<file path="config.mk">
export PLATFORM = sky130hd
export DESIGN_NAME = fli_top
export DESIGN_NICKNAME = d
export VERILOG_FILES = /design/src/rtl/fli_top.v /design/src/rtl/fli_pattern.v
export VERILOG_INCLUDE_DIRS = /design/src /design/src/rtl
export SDC_FILE = /design/constraint.sdc
export NUM_CORES = 1
export LEC_CHECK = 0
export BUFFER_PORTS_ARGS = -buffer_cell sky130_fd_sc_hd__buf_2
export CAP_MARGIN = 20
export CORE_MARGIN = 5
export CORE_UTILIZATION = 62
export CTS_CLUSTER_SIZE = 40
export DETAILED_ROUTE_END_ITERATION = 10
export PLACE_DENSITY = 0.85
export SYNTH_ARGS = -nofsm -noshare
export SYNTH_HDL_FRONTEND = slang
export SYNTH_SLANG_ARGS = --single-unit
</file>
<file path="constraint.sdc">
create_clock -name CLK -period 7.98 [get_ports CLK]
set_input_delay 0.399 -clock CLK [delete_from_list [all_inputs] [get_ports CLK]]
set_output_delay 0.399 -clock CLK [all_outputs]
set_load 0.1 [all_outputs]
</file>
<file path="src/rtl/fli_regs.vh">
// register offsets, fields, reset values and timing counts of the fieldbus led indicator
`ifndef FLI_REGS_VH
`define FLI_REGS_VH

// ======================================================
// apb register byte offsets
`define FLI_CTRL_OFF 12'h000
`define FLI_STAT_OFF 12'h004
`define FLI_IRQ_OFF 12'h008
`define FLI_MASK_OFF 12'h00C
`define FLI_ERR_OFF 12'h010

// ======================================================
// control register fields
`define FLI_CTRL_STATE_LSB 0
`define FLI_CTRL_STATE_MSB 2
`define FLI_CTRL_CHANGE_LSB 8
`define FLI_CTRL_CHANGE_MSB 15
`define FLI_CTRL_RST 32'h0000_0000
`define FLI_CHANGE_ERR 8'h01

// slave state codes
`define FLI_ST_BOOT 3'h0
`define FLI_ST_INIT 3'h1
`define FLI_ST_PREOP 3'h2
`define FLI_ST_BOOTSTRAP 3'h3
`define FLI_ST_SAFEOP 3'h4
`define FLI_ST_OP 3'h5
`define FLI_ST_FWDL 3'h6

// error register bits (software raised conditions)
`define FLI_ERR_PDI 0
`define FLI_ERR_CFG 1
`define FLI_ERR_AUTO 2
`define FLI_ERR_APPWD 3

// ======================================================
// timing in ms and the 100 MHz clock rate
`define FLI_CLK_HZ 100000000
`define FLI_TICK_PER_MS (`FLI_CLK_HZ / 1000)
`define FLI_FLICKER_MS 50
`define FLI_FLASH_MS 200
`define FLI_PAUSE_MS 1000
`define FLI_ACT_HOLD_MS 50
`endif

</file>
<file path="src/rtl/fli_top.v">
// fieldbus led indicator driver with apb registers
`timescale 1ns/1ps
`include "fli_regs.vh"
module fli_top #(
    parameter TICK_DIV = `FLI_TICK_PER_MS
) (
    // clock and reset
    input wire CLK,
    input wire NRST,
    // apb slave
    input wire PSEL,
    input wire PENABLE,
    input wire PWRITE,
    input wire [11:0] PADDR,
    input wire [31:0] PWDATA,
    output reg [31:0] PRDATA,
    output reg PREADY,
    output reg PSLVERR,
    // per port link and activity pins
    input wire PORT_IN_LINK,
    input wire PORT_IN_ACT,
    input wire PORT_OUT_LINK,
    input wire PORT_OUT_ACT,
    // led outputs
    output reg PORT_IN_LINK_INDICATOR,
    output reg PORT_OUT_LINK_INDICATOR,
    output reg STATE_INDICATOR,
    // two-wire serial data line carrying the red indicator
    input wire SDA_I,
    output reg SDA_O,
    output reg SDA_OE,
    // interrupt
    output reg IRQ
);
    // ======================================================
    // input synchronisers
    reg [3:0] pin_s1_q;
    reg [3:0] pin_s2_q;
    always @(posedge CLK) begin
        if (!NRST) begin
            pin_s1_q <= 4'h0;
            pin_s2_q <= 4'h0;
        end else begin
            pin_s1_q <= {PORT_OUT_ACT, PORT_OUT_LINK, PORT_IN_ACT, PORT_IN_LINK};
            pin_s2_q <= pin_s1_q;
        end
    end

    // ======================================================
    // 1 ms tick divider
    reg [31:0] div_q;
    reg ms_tick_q;
    always @(posedge CLK) begin
        if (!NRST) begin
            div_q <= 32'h0000_0000;
            ms_tick_q <= 1'b0;
        end else if (div_q == TICK_DIV - 1) begin
            div_q <= 32'h0000_0000;
            ms_tick_q <= 1'b1;
        end else begin
            div_q <= div_q + 32'h0000_0001;
            ms_tick_q <= 1'b0;
        end
    end

    wire flicker;
    wire blink;
    wire single;
    wire double;
    fli_pattern u_pat (
        .CLK(CLK),
        .NRST(NRST),
        .ms_tick(ms_tick_q),
        .flicker(flicker),
        .blink(blink),
        .single(single),
        .double(double)
    );

    // ======================================================
    // registers
    reg [31:0] ctrl_q;
    reg [3:0] err_q;
    reg [3:0] irq_q;
    reg [3:0] mask_q;
    reg [3:0] err_prev_q;
    wire wr_en = PSEL && PENABLE && PWRITE && PREADY;
    wire rd_en = PSEL && !PENABLE && !PWRITE;
    wire [2:0] slave_state = ctrl_q[`FLI_CTRL_STATE_MSB:`FLI_CTRL_STATE_LSB];
    wire change_err = ctrl_q[`FLI_CTRL_CHANGE_MSB:`FLI_CTRL_CHANGE_LSB] == `FLI_CHANGE_ERR;
    wire [3:0] err_rise = err_q & ~err_prev_q;
    wire hit = PADDR == `FLI_CTRL_OFF || PADDR == `FLI_STAT_OFF || PADDR == `FLI_IRQ_OFF ||
               PADDR == `FLI_MASK_OFF || PADDR == `FLI_ERR_OFF;

    // apb handshake: no wait state, ready in first access cycle
    always @(posedge CLK) begin
        if (!NRST) begin
            PREADY <= 1'b0;
            PSLVERR <= 1'b0;
        end else begin
            PREADY <= PSEL && !PENABLE;
            PSLVERR <= PSEL && !PENABLE && !hit;
        end
    end

    // writable registers
    always @(posedge CLK) begin
        if (!NRST) begin
            ctrl_q <= `FLI_CTRL_RST;
            err_q <= 4'h0;
            mask_q <= 4'h0;
        end else if (wr_en) begin
            if (PADDR == `FLI_CTRL_OFF)
                ctrl_q <= PWDATA & 32'h0000_FF07;
            if (PADDR == `FLI_ERR_OFF)
                err_q <= PWDATA[3:0];
            if (PADDR == `FLI_MASK_OFF)
                mask_q <= PWDATA[3:0];
        end
    end

    // sticky status: rising error condition sets, write one clears, set wins
    always @(posedge CLK) begin
        if (!NRST) begin
            irq_q <= 4'h0;
            err_prev_q <= 4'h0;
            IRQ <= 1'b0;
        end else begin
            err_prev_q <= err_q;
            if (wr_en && PADDR == `FLI_IRQ_OFF)
                irq_q <= (irq_q & ~PWDATA[3:0]) | err_rise;
            else
                irq_q <= irq_q | err_rise;
            IRQ <= |(irq_q & mask_q);
        end
    end

    // read data registered in setup phase
    always @(posedge CLK) begin
        if (!NRST) begin
            PRDATA <= 32'h0000_0000;
        end else if (rd_en) begin
            case (PADDR)
                `FLI_CTRL_OFF: PRDATA <= ctrl_q;
                `FLI_STAT_OFF: PRDATA <= {26'h000_0000, SDA_O, STATE_INDICATOR,
                                          pin_s2_q};
                `FLI_IRQ_OFF: PRDATA <= {28'h000_0000, irq_q};
                `FLI_MASK_OFF: PRDATA <= {28'h000_0000, mask_q};
                `FLI_ERR_OFF: PRDATA <= {28'h000_0000, err_q};
                default: PRDATA <= 32'h0000_0000;
            endcase
        end
    end

    // ======================================================
    // activity stretch so short traffic bursts stay visible
    localparam [5:0] ACT_HOLD = `FLI_ACT_HOLD_MS;
    reg [5:0] act_in_q;
    reg [5:0] act_out_q;
    always @(posedge CLK) begin
        if (!NRST) begin
            act_in_q <= 6'h00;
            act_out_q <= 6'h00;
        end else begin
            if (pin_s2_q[1])
                act_in_q <= ACT_HOLD;
            else if (ms_tick_q && act_in_q != 6'h00)
                act_in_q <= act_in_q - 6'h01;
            if (pin_s2_q[3])
                act_out_q <= ACT_HOLD;
            else if (ms_tick_q && act_out_q != 6'h00)
                act_out_q <= act_out_q - 6'h01;
        end
    end

    // ======================================================
    // led drive
    reg state_d;
    reg red_d;
    always @* begin
        case (slave_state)
            `FLI_ST_OP: state_d = 1'b1;
            `FLI_ST_PREOP: state_d = blink;
            `FLI_ST_SAFEOP: state_d = single;
            `FLI_ST_BOOT, `FLI_ST_BOOTSTRAP, `FLI_ST_FWDL: state_d = flicker;
            `FLI_ST_INIT: state_d = 1'b0;
            default: state_d = 1'b0;
        endcase
        // severity order: pdi watchdog, app watchdog, boot error, auto change, config
        if (err_q[`FLI_ERR_PDI])
            red_d = 1'b1;
        else if (err_q[`FLI_ERR_APPWD])
            red_d = double;
        else if (change_err && slave_state == `FLI_ST_INIT)
            red_d = flicker;
        else if (change_err || err_q[`FLI_ERR_AUTO])
            red_d = single;
        else if (err_q[`FLI_ERR_CFG])
            red_d = blink;
        else
            red_d = 1'b0;
    end

    always @(posedge CLK) begin
        if (!NRST) begin
            PORT_IN_LINK_INDICATOR <= 1'b0;
            PORT_OUT_LINK_INDICATOR <= 1'b0;
            STATE_INDICATOR <= 1'b0;
            SDA_O <= 1'b0;
            SDA_OE <= 1'b0;
        end else begin
            PORT_IN_LINK_INDICATOR <= pin_s2_q[0] && (act_in_q == 6'h00 || flicker);
            PORT_OUT_LINK_INDICATOR <= pin_s2_q[2] && (act_out_q == 6'h00 || flicker);
            STATE_INDICATOR <= state_d;
            SDA_O <= red_d;
            SDA_OE <= 1'b1;
        end
    end
endmodule // fli_top

</file>
<file path="src/rtl/fli_pattern.v">
// blink pattern generator driven by a 1 ms tick
`timescale 1ns/1ps
module fli_pattern (
    // clock and reset
    input wire CLK,
    input wire NRST,
    // 1 ms tick enable
    input wire ms_tick,
    // pattern levels
    output reg flicker,
    output reg blink,
    output reg single,
    output reg double
);
`include "fli_regs.vh"
    reg [6:0] fl_cnt_q;
    reg [11:0] ph_cnt_q;
    reg [10:0] sg_cnt_q;

    // counters: 100 ms flicker period, 1600 ms double flash frame, 1200 ms single flash frame
    always @(posedge CLK) begin
        if (!NRST) begin
            fl_cnt_q <= 7'h00;
            ph_cnt_q <= 12'h000;
            sg_cnt_q <= 11'h000;
        end else if (ms_tick) begin
            // single flash keeps its own frame so the dark gap stays at the pause length
            if (sg_cnt_q == `FLI_FLASH_MS + `FLI_PAUSE_MS - 1)
                sg_cnt_q <= 11'h000;
            else
                sg_cnt_q <= sg_cnt_q + 11'h001;
            if (fl_cnt_q == 7'd2 * `FLI_FLICKER_MS - 7'd1)
                fl_cnt_q <= 7'h00;
            else
                fl_cnt_q <= fl_cnt_q + 7'h01;
            if (ph_cnt_q == 12'd3 * `FLI_FLASH_MS + `FLI_PAUSE_MS - 12'd1)
                ph_cnt_q <= 12'h000;
            else
                ph_cnt_q <= ph_cnt_q + 12'h001;
        end
    end

    // decode levels into registers
    always @(posedge CLK) begin
        if (!NRST) begin
            flicker <= 1'b0;
            blink <= 1'b0;
            single <= 1'b0;
            double <= 1'b0;
        end else begin
            flicker <= fl_cnt_q < `FLI_FLICKER_MS;
            blink <= ((ph_cnt_q / `FLI_FLASH_MS) % 2) == 0;
            single <= sg_cnt_q < `FLI_FLASH_MS;
            double <= ph_cnt_q < `FLI_FLASH_MS ||
                      (ph_cnt_q >= 2 * `FLI_FLASH_MS && ph_cnt_q < 3 * `FLI_FLASH_MS);
        end
    end
endmodule // fli_pattern

</file>
Word level (Yosys, flattened, before mapping)
Index checks and enable logic that the tools add are counted.
{ "totals": {"in_bits": 54, "reg_bits": 154, "wordCells": 122, "output_inout_bits": 40} }
{ "op_classes": {"n_div": 1, "magnitude_cmp": 5, "n_mux": 17, "n_reduce_logical": 41, "addsub": 6, "n_bitwise": 8, "eq_ne": 15} }
{ "ops": {"columns": ["cell", "count"], "rows": [
  ["16-bit one-hot mux with 5 select lines", 1],
  ["32-bit by 1-bit adder with 32-bit output (second input constant)", 1],
  ["12-bit by 8-bit divider with 32-bit output (second input constant)", 1],
  ["32-bit by 17-bit == test with 1-bit output (second input constant)", 1],
  ["32-bit logical NOT", 1],
  ["12-bit by 4-bit == test with 1-bit output (second input constant)", 2],
  ["6-bit two-way mux", 4],
  ["1-bit logical AND", 13],
  ["12-bit by 1-bit adder with 12-bit output (second input constant)", 1],
  ["4-bit bitwise AND", 3],
  ["12-bit by 11-bit == test with 1-bit output (second input constant)", 1],
  ["12-bit by 3-bit == test with 1-bit output (second input constant)", 1],
  ["12-bit by 5-bit == test with 1-bit output (second input constant)", 1],
  ["12-bit by 9-bit greater-or-equal comparator with 1-bit output (second input constant)", 1],
  ["12-bit logical NOT", 1],
  ["6-bit logical NOT", 2],
  ["12-bit by 10-bit less-than comparator with 1-bit output (second input constant)", 1],
  ["12-bit by 8-bit less-than comparator with 1-bit output (second input constant)", 1],
  ["12-bit two-way mux", 1],
  ["6-bit nonzero test", 2],
  ["6-bit by 1-bit subtractor with 6-bit output (second input constant)", 2],
  ["11-bit by 1-bit adder with 11-bit output (second input constant)", 1],
  ["11-bit == test (second input constant)", 1],
  ["11-bit by 8-bit less-than comparator with 1-bit output (second input constant)", 1],
  ["other kinds (23)", 48]
]} }

Depth between registers and ports, before layout
{ "logic_depth": {"word_depth": 7, "depth_mapped": 12, "depth_no_buf": 12} }

By module
Synthesis repeated with hierarchy kept, for this count alone.
{ "unflattened": {"hier_cells": 764, "hier_area_um2": 6653.9} }
{ "modules_own_cells": {"columns": ["mod", "area_each_um2", "cells_each", "n_inst", "seq_area_each_um2"], "rows": [
  ["fli_top", 4440.5, 494, 1, 2042.0],
  ["fli_pattern", 2213.4, 270, 1, 680.7]
]} }

Least setup slack after synthesis
No wires, ideal clock.
{ "synth_path": {"kind": "reg-to-reg", "startpoint": "register u_pat.ph_cnt_q[7]", "endpoint": "register u_pat.blink", "synth_period_minus_slack_ns": 2.939, "t_arrival_ns": 2.848, "setup_ns": 0.091, "required_ns": 7.889, "path_stages_with_launch": 13, "path_slack_ns": 5.041, "n_path_buf": 0, "cell_sequence": "dfxtp_1 o31ai_2 inv_1 ha_1 nand2b_1 o21ai_2 a21oi_2 or3_1 and3_2 a211o_1 mux2i_1 a211oi_1 a311oi_1"} }
{ "synth_between": {"elab_chain_len": 2} }
{ "synth_lines": {"columns": ["item", "line", "source"], "rows": [
  ["start: declaration", "fli_pattern.v:17", "reg [11:0] ph_cnt_q;"],
  ["start signal: assignment", "fli_pattern.v:39", "ph_cnt_q <= ph_cnt_q + 12'h001;"],
  ["12-bit by 8-bit divider with 32-bit output (no source line)", null, null],
  ["32-bit logical NOT", "fli_pattern.v:52", "blink <= ((ph_cnt_q / `FLI_FLASH_MS) % 2) == 0;"],
  ["end signal: assignment", "fli_pattern.v:47", "blink <= 1'b0;"],
  ["end signal: assignment", "fli_pattern.v:52", null],
  ["end: declaration", "fli_pattern.v:11", "output reg blink,"]
]} }
No other way between the ends.
A chain may end at the register's enable or synchronous reset.

Final worst setup path
{ "layout_path": {"startpoint": "register u_pat.ph_cnt_q[9]", "endpoint": "register u_pat.blink"} }
Same word-level chain as after synthesis.

==> impl_metrics.env <==
export IMPL_clkTransAtPathRegs_ps=60
export IMPL_p_leak_nw=3.012
export IMPL_start_util_pct=64.12
export IMPL_routabilityCongestion=0.8798
export IMPL_rsz0062_at_grt="no"
export IMPL_fp_dieArea_um2=12890
export IMPL_async_flop_share_pct=0
export IMPL_tritoncts="built"
export IMPL_path_class="reg2reg"
export IMPL_viasPerCell=5.753
export IMPL_status="finished, final reports clean"
export IMPL_path_cells="o31ai_2 > inv_1 > ha_1 > nand2b_1 > o21ai_2 > a21oi_2 > or3_1 > and3_2 > a211o_1 > mux2i_1 > a211oi_1 > a311oi_1"
export IMPL_yosys_warnings=0
export IMPL_endpoint_kind="flip-flop"
export IMPL_fin_hold_ws_ps=80.98
export IMPL_synth_top_flop_cell="dfxtp_1"
export IMPL_slowest_stage="dfxtp_1"
export IMPL_post_cts_buffers=0
export IMPL_clockBufferDepth=2
export IMPL_cap_violations=0
export IMPL_die_w_um=113.6
export IMPL_dr_pass1_iters=5
export IMPL_synth_edf_count=0
export IMPL_finalSetupViolations=0
export IMPL_maxSlewHeadroom_pct=27.13
export IMPL_period_share_pct=44.05
export IMPL_grt_max_degree=78
export IMPL_wl_per_cell_um=15.21
export IMPL_cts_resized=0
export IMPL_nets=870
export IMPL_remaining_drc_errors=0
export IMPL_area_delta_synth_final_pct=13.19
export IMPL_tightestPinTransition_ps=1091
export IMPL_critPathLaunchType="flip-flop"
export IMPL_die_h_um=113.6
export IMPL_n_fill_cell=757
export IMPL_drv_slew=0
export IMPL_crit_fanout=14
export IMPL_seq_area_frac_synth_pct=40.95
export IMPL_synthDistinctLibCells=71
export IMPL_holdCritPathClass="in2reg"
export IMPL_dp_hpwl_mm=9.950
export IMPL_portBuffers=54
export IMPL_synth_commonest_cells="136 x dfxtp_1, 99 x nor2_1, 51 x nand2_1"
export IMPL_clkSinkCount=136
export IMPL_irDropWorstVdd_v=0.0001610
export IMPL_cts_hold_buffers_added=0
export IMPL_io_pins=94
export IMPL_crit_family="compound AO/OA/AOI/OAI gates"
export IMPL_slowest_delay_ps=480
export IMPL_vias=5494
export IMPL_antenna_found_initial=0
export IMPL_numCtsBuffers=17
export IMPL_syn_area_um2=6649
export IMPL_grt_usage_pct=22.66
export IMPL_drive_gt1_share_pct=12.82
export IMPL_multiInputGateArea_um2=3637
export IMPL_ys_seq_elements=136
export IMPL_path_buf_inv=1
export IMPL_seqCellArea_um2=2723
export IMPL_finalHoldViolCount=0
export IMPL_coreArea_um2=10370
export IMPL_fmax_ghz=0.2845
export IMPL_dr_first_iter_drc_count=416
export IMPL_p_per_area_nw_per_um2=213.8
export IMPL_syn_avg_cell_area_um2=8.760
export IMPL_required_ps=8410
export IMPL_antenna_cells=0
export IMPL_fin_tns_setup_ps=0
export IMPL_synth_most_common_cell="dfxtp_1"
export IMPL_grt_ovfl_total=0
export IMPL_grt_pass1_vias=5348
export IMPL_num_rows=37
export IMPL_arrival_ps=3950
export IMPL_clock_latency_ps=520
export IMPL_netlist_top_cell_by_area="dfxtp_1"
export IMPL_h_tree_depth=4
export IMPL_yosysTopAreaCellShare_pct=40.95
export IMPL_synthCells=759
export IMPL_clockRootBuffer="clkbuf_8"
export IMPL_ys_top_cells_by_area="dfxtp_1 41%, nor2_1 5.6%, xor2_1 5.0%, mux2i_1 4.7%, nor2b_1 4.0%"
export IMPL_fin_crit_ps=3515
export IMPL_grt_first_pass_wirelength_mm=24.21
export IMPL_ant_nets=0
export IMPL_wl_mm=14.53
export IMPL_clock_skew_ps=5.439
## final cells by class
cell class / instances / area share [%]
multi-input combinational: 576 / 48.33
clock buffer: 21 / 6.101
clock inverter: 11 / 2.261
timing repair buffer: 58 / 4.023
inverter: 17 / 0.8479
tap: 136 / 2.261
sequential: 136 / 36.18
## sequential cells by signal (all words and copies together), names as in the netlist, 6 cells and up
name	cells
div_q	32
u_pat.fl_cnt_q	7
u_pat.ph_cnt_q	12
PRDATA	14
act_out_q	6
act_in_q	6
ctrl_q	11
u_pat.sg_cnt_q	11
## per-layer routing
metal,vias up,part of all wire [%],GRT usage [%]
li1,2710,-,-
met1,2581,42,26.67
met2,171,51,40.24
met3,32,5.1,5.252
met4,0,2.1,8.013
met5,-,0,0
## report_power, final
| part | switching [W] | internal, W | leakage [nW] |
|---|---|---|---|
| Sequential | 0.00000524 | 0.000687 | 1.10 |
| Clock | 0.000287 | 0.000532 | 0.300 |
| Combinational | 0.0000776 | 0.0000199 | 1.61 |
## worst paths after layout
check / start / end / slack [ps] / depth (start not counted)
min: PORT_IN_LINK / pin_s1_q[0] / 80 / 2
min reg2reg: pin_s1_q[2] / pin_s2_q[2] / 440 / 1
max reg2reg: u_pat.ph_cnt_q[9] / u_pat.blink / 4460 / 12
max: u_pat.ph_cnt_q[9] / u_pat.blink / 4460 / 12
## cell families (layout without fill, tap and decap cells)
group,count (synthesis),count (layout),share of synthesized area [%]
AOI/OAI and AO/OA,112,112,12.08
xor gates and xnor gates,64,64,8.431
adders and majority gates,11,11,2.032
buffers and inverters,64,107,5.306
DFF,136,136,40.95
muxes,31,31,4.667
other,1,18,0.05640
and+or+nand+nor,340,340,26.48
## cells in the final DEF (no fill, tap or decap), types with 4 or more instances in the layout
cell / n
a21boi_0: 5
and3_1: 7
nor2_1: 99
a22oi_1: 11
o21ai_0: 19
a31oi_1: 5
o211ai_1: 5
a211oi_1: 5
nor2b_1: 43
xor2_1: 38
dfxtp_1: 136
a211o_1: 4
ha_1: 10
inv_1: 17
bufinv_16: 4
nand2b_1: 6
clkbuf_16: 16
conb_1: 18
nand2_1: 51
nor4_1: 15
mux2i_1: 31
or3_1: 4
nand4_1: 14
and2_1: 18
clkbuf_8: 4
buf_2: 55
and4_1: 4
nor3_1: 21
a21oi_1: 17
o21a_1: 6
xnor2_1: 26
nand3_1: 32
## through the flow
step / setup slack, ps / total power (W) / std cells / util (%) / cell area [µm²]
floorplan: 5041 / 0.0007910 / 776 / - / 6713
global placement: 4658 / 0.0008001 / 920 / 66.26 / 6872
detailed placement: 4508 / 0.0008029 / 921 / 66.31 / 6877
CTS: 4473 / 0.001614 / 953 / 72.38 / 7506
global route: 4154 / 0.001655 / 955 / 72.57 / 7526
finish: 4465 / 0.001609 / 955 / 72.57 / 7526
Power figures use the tool's default switching activity.
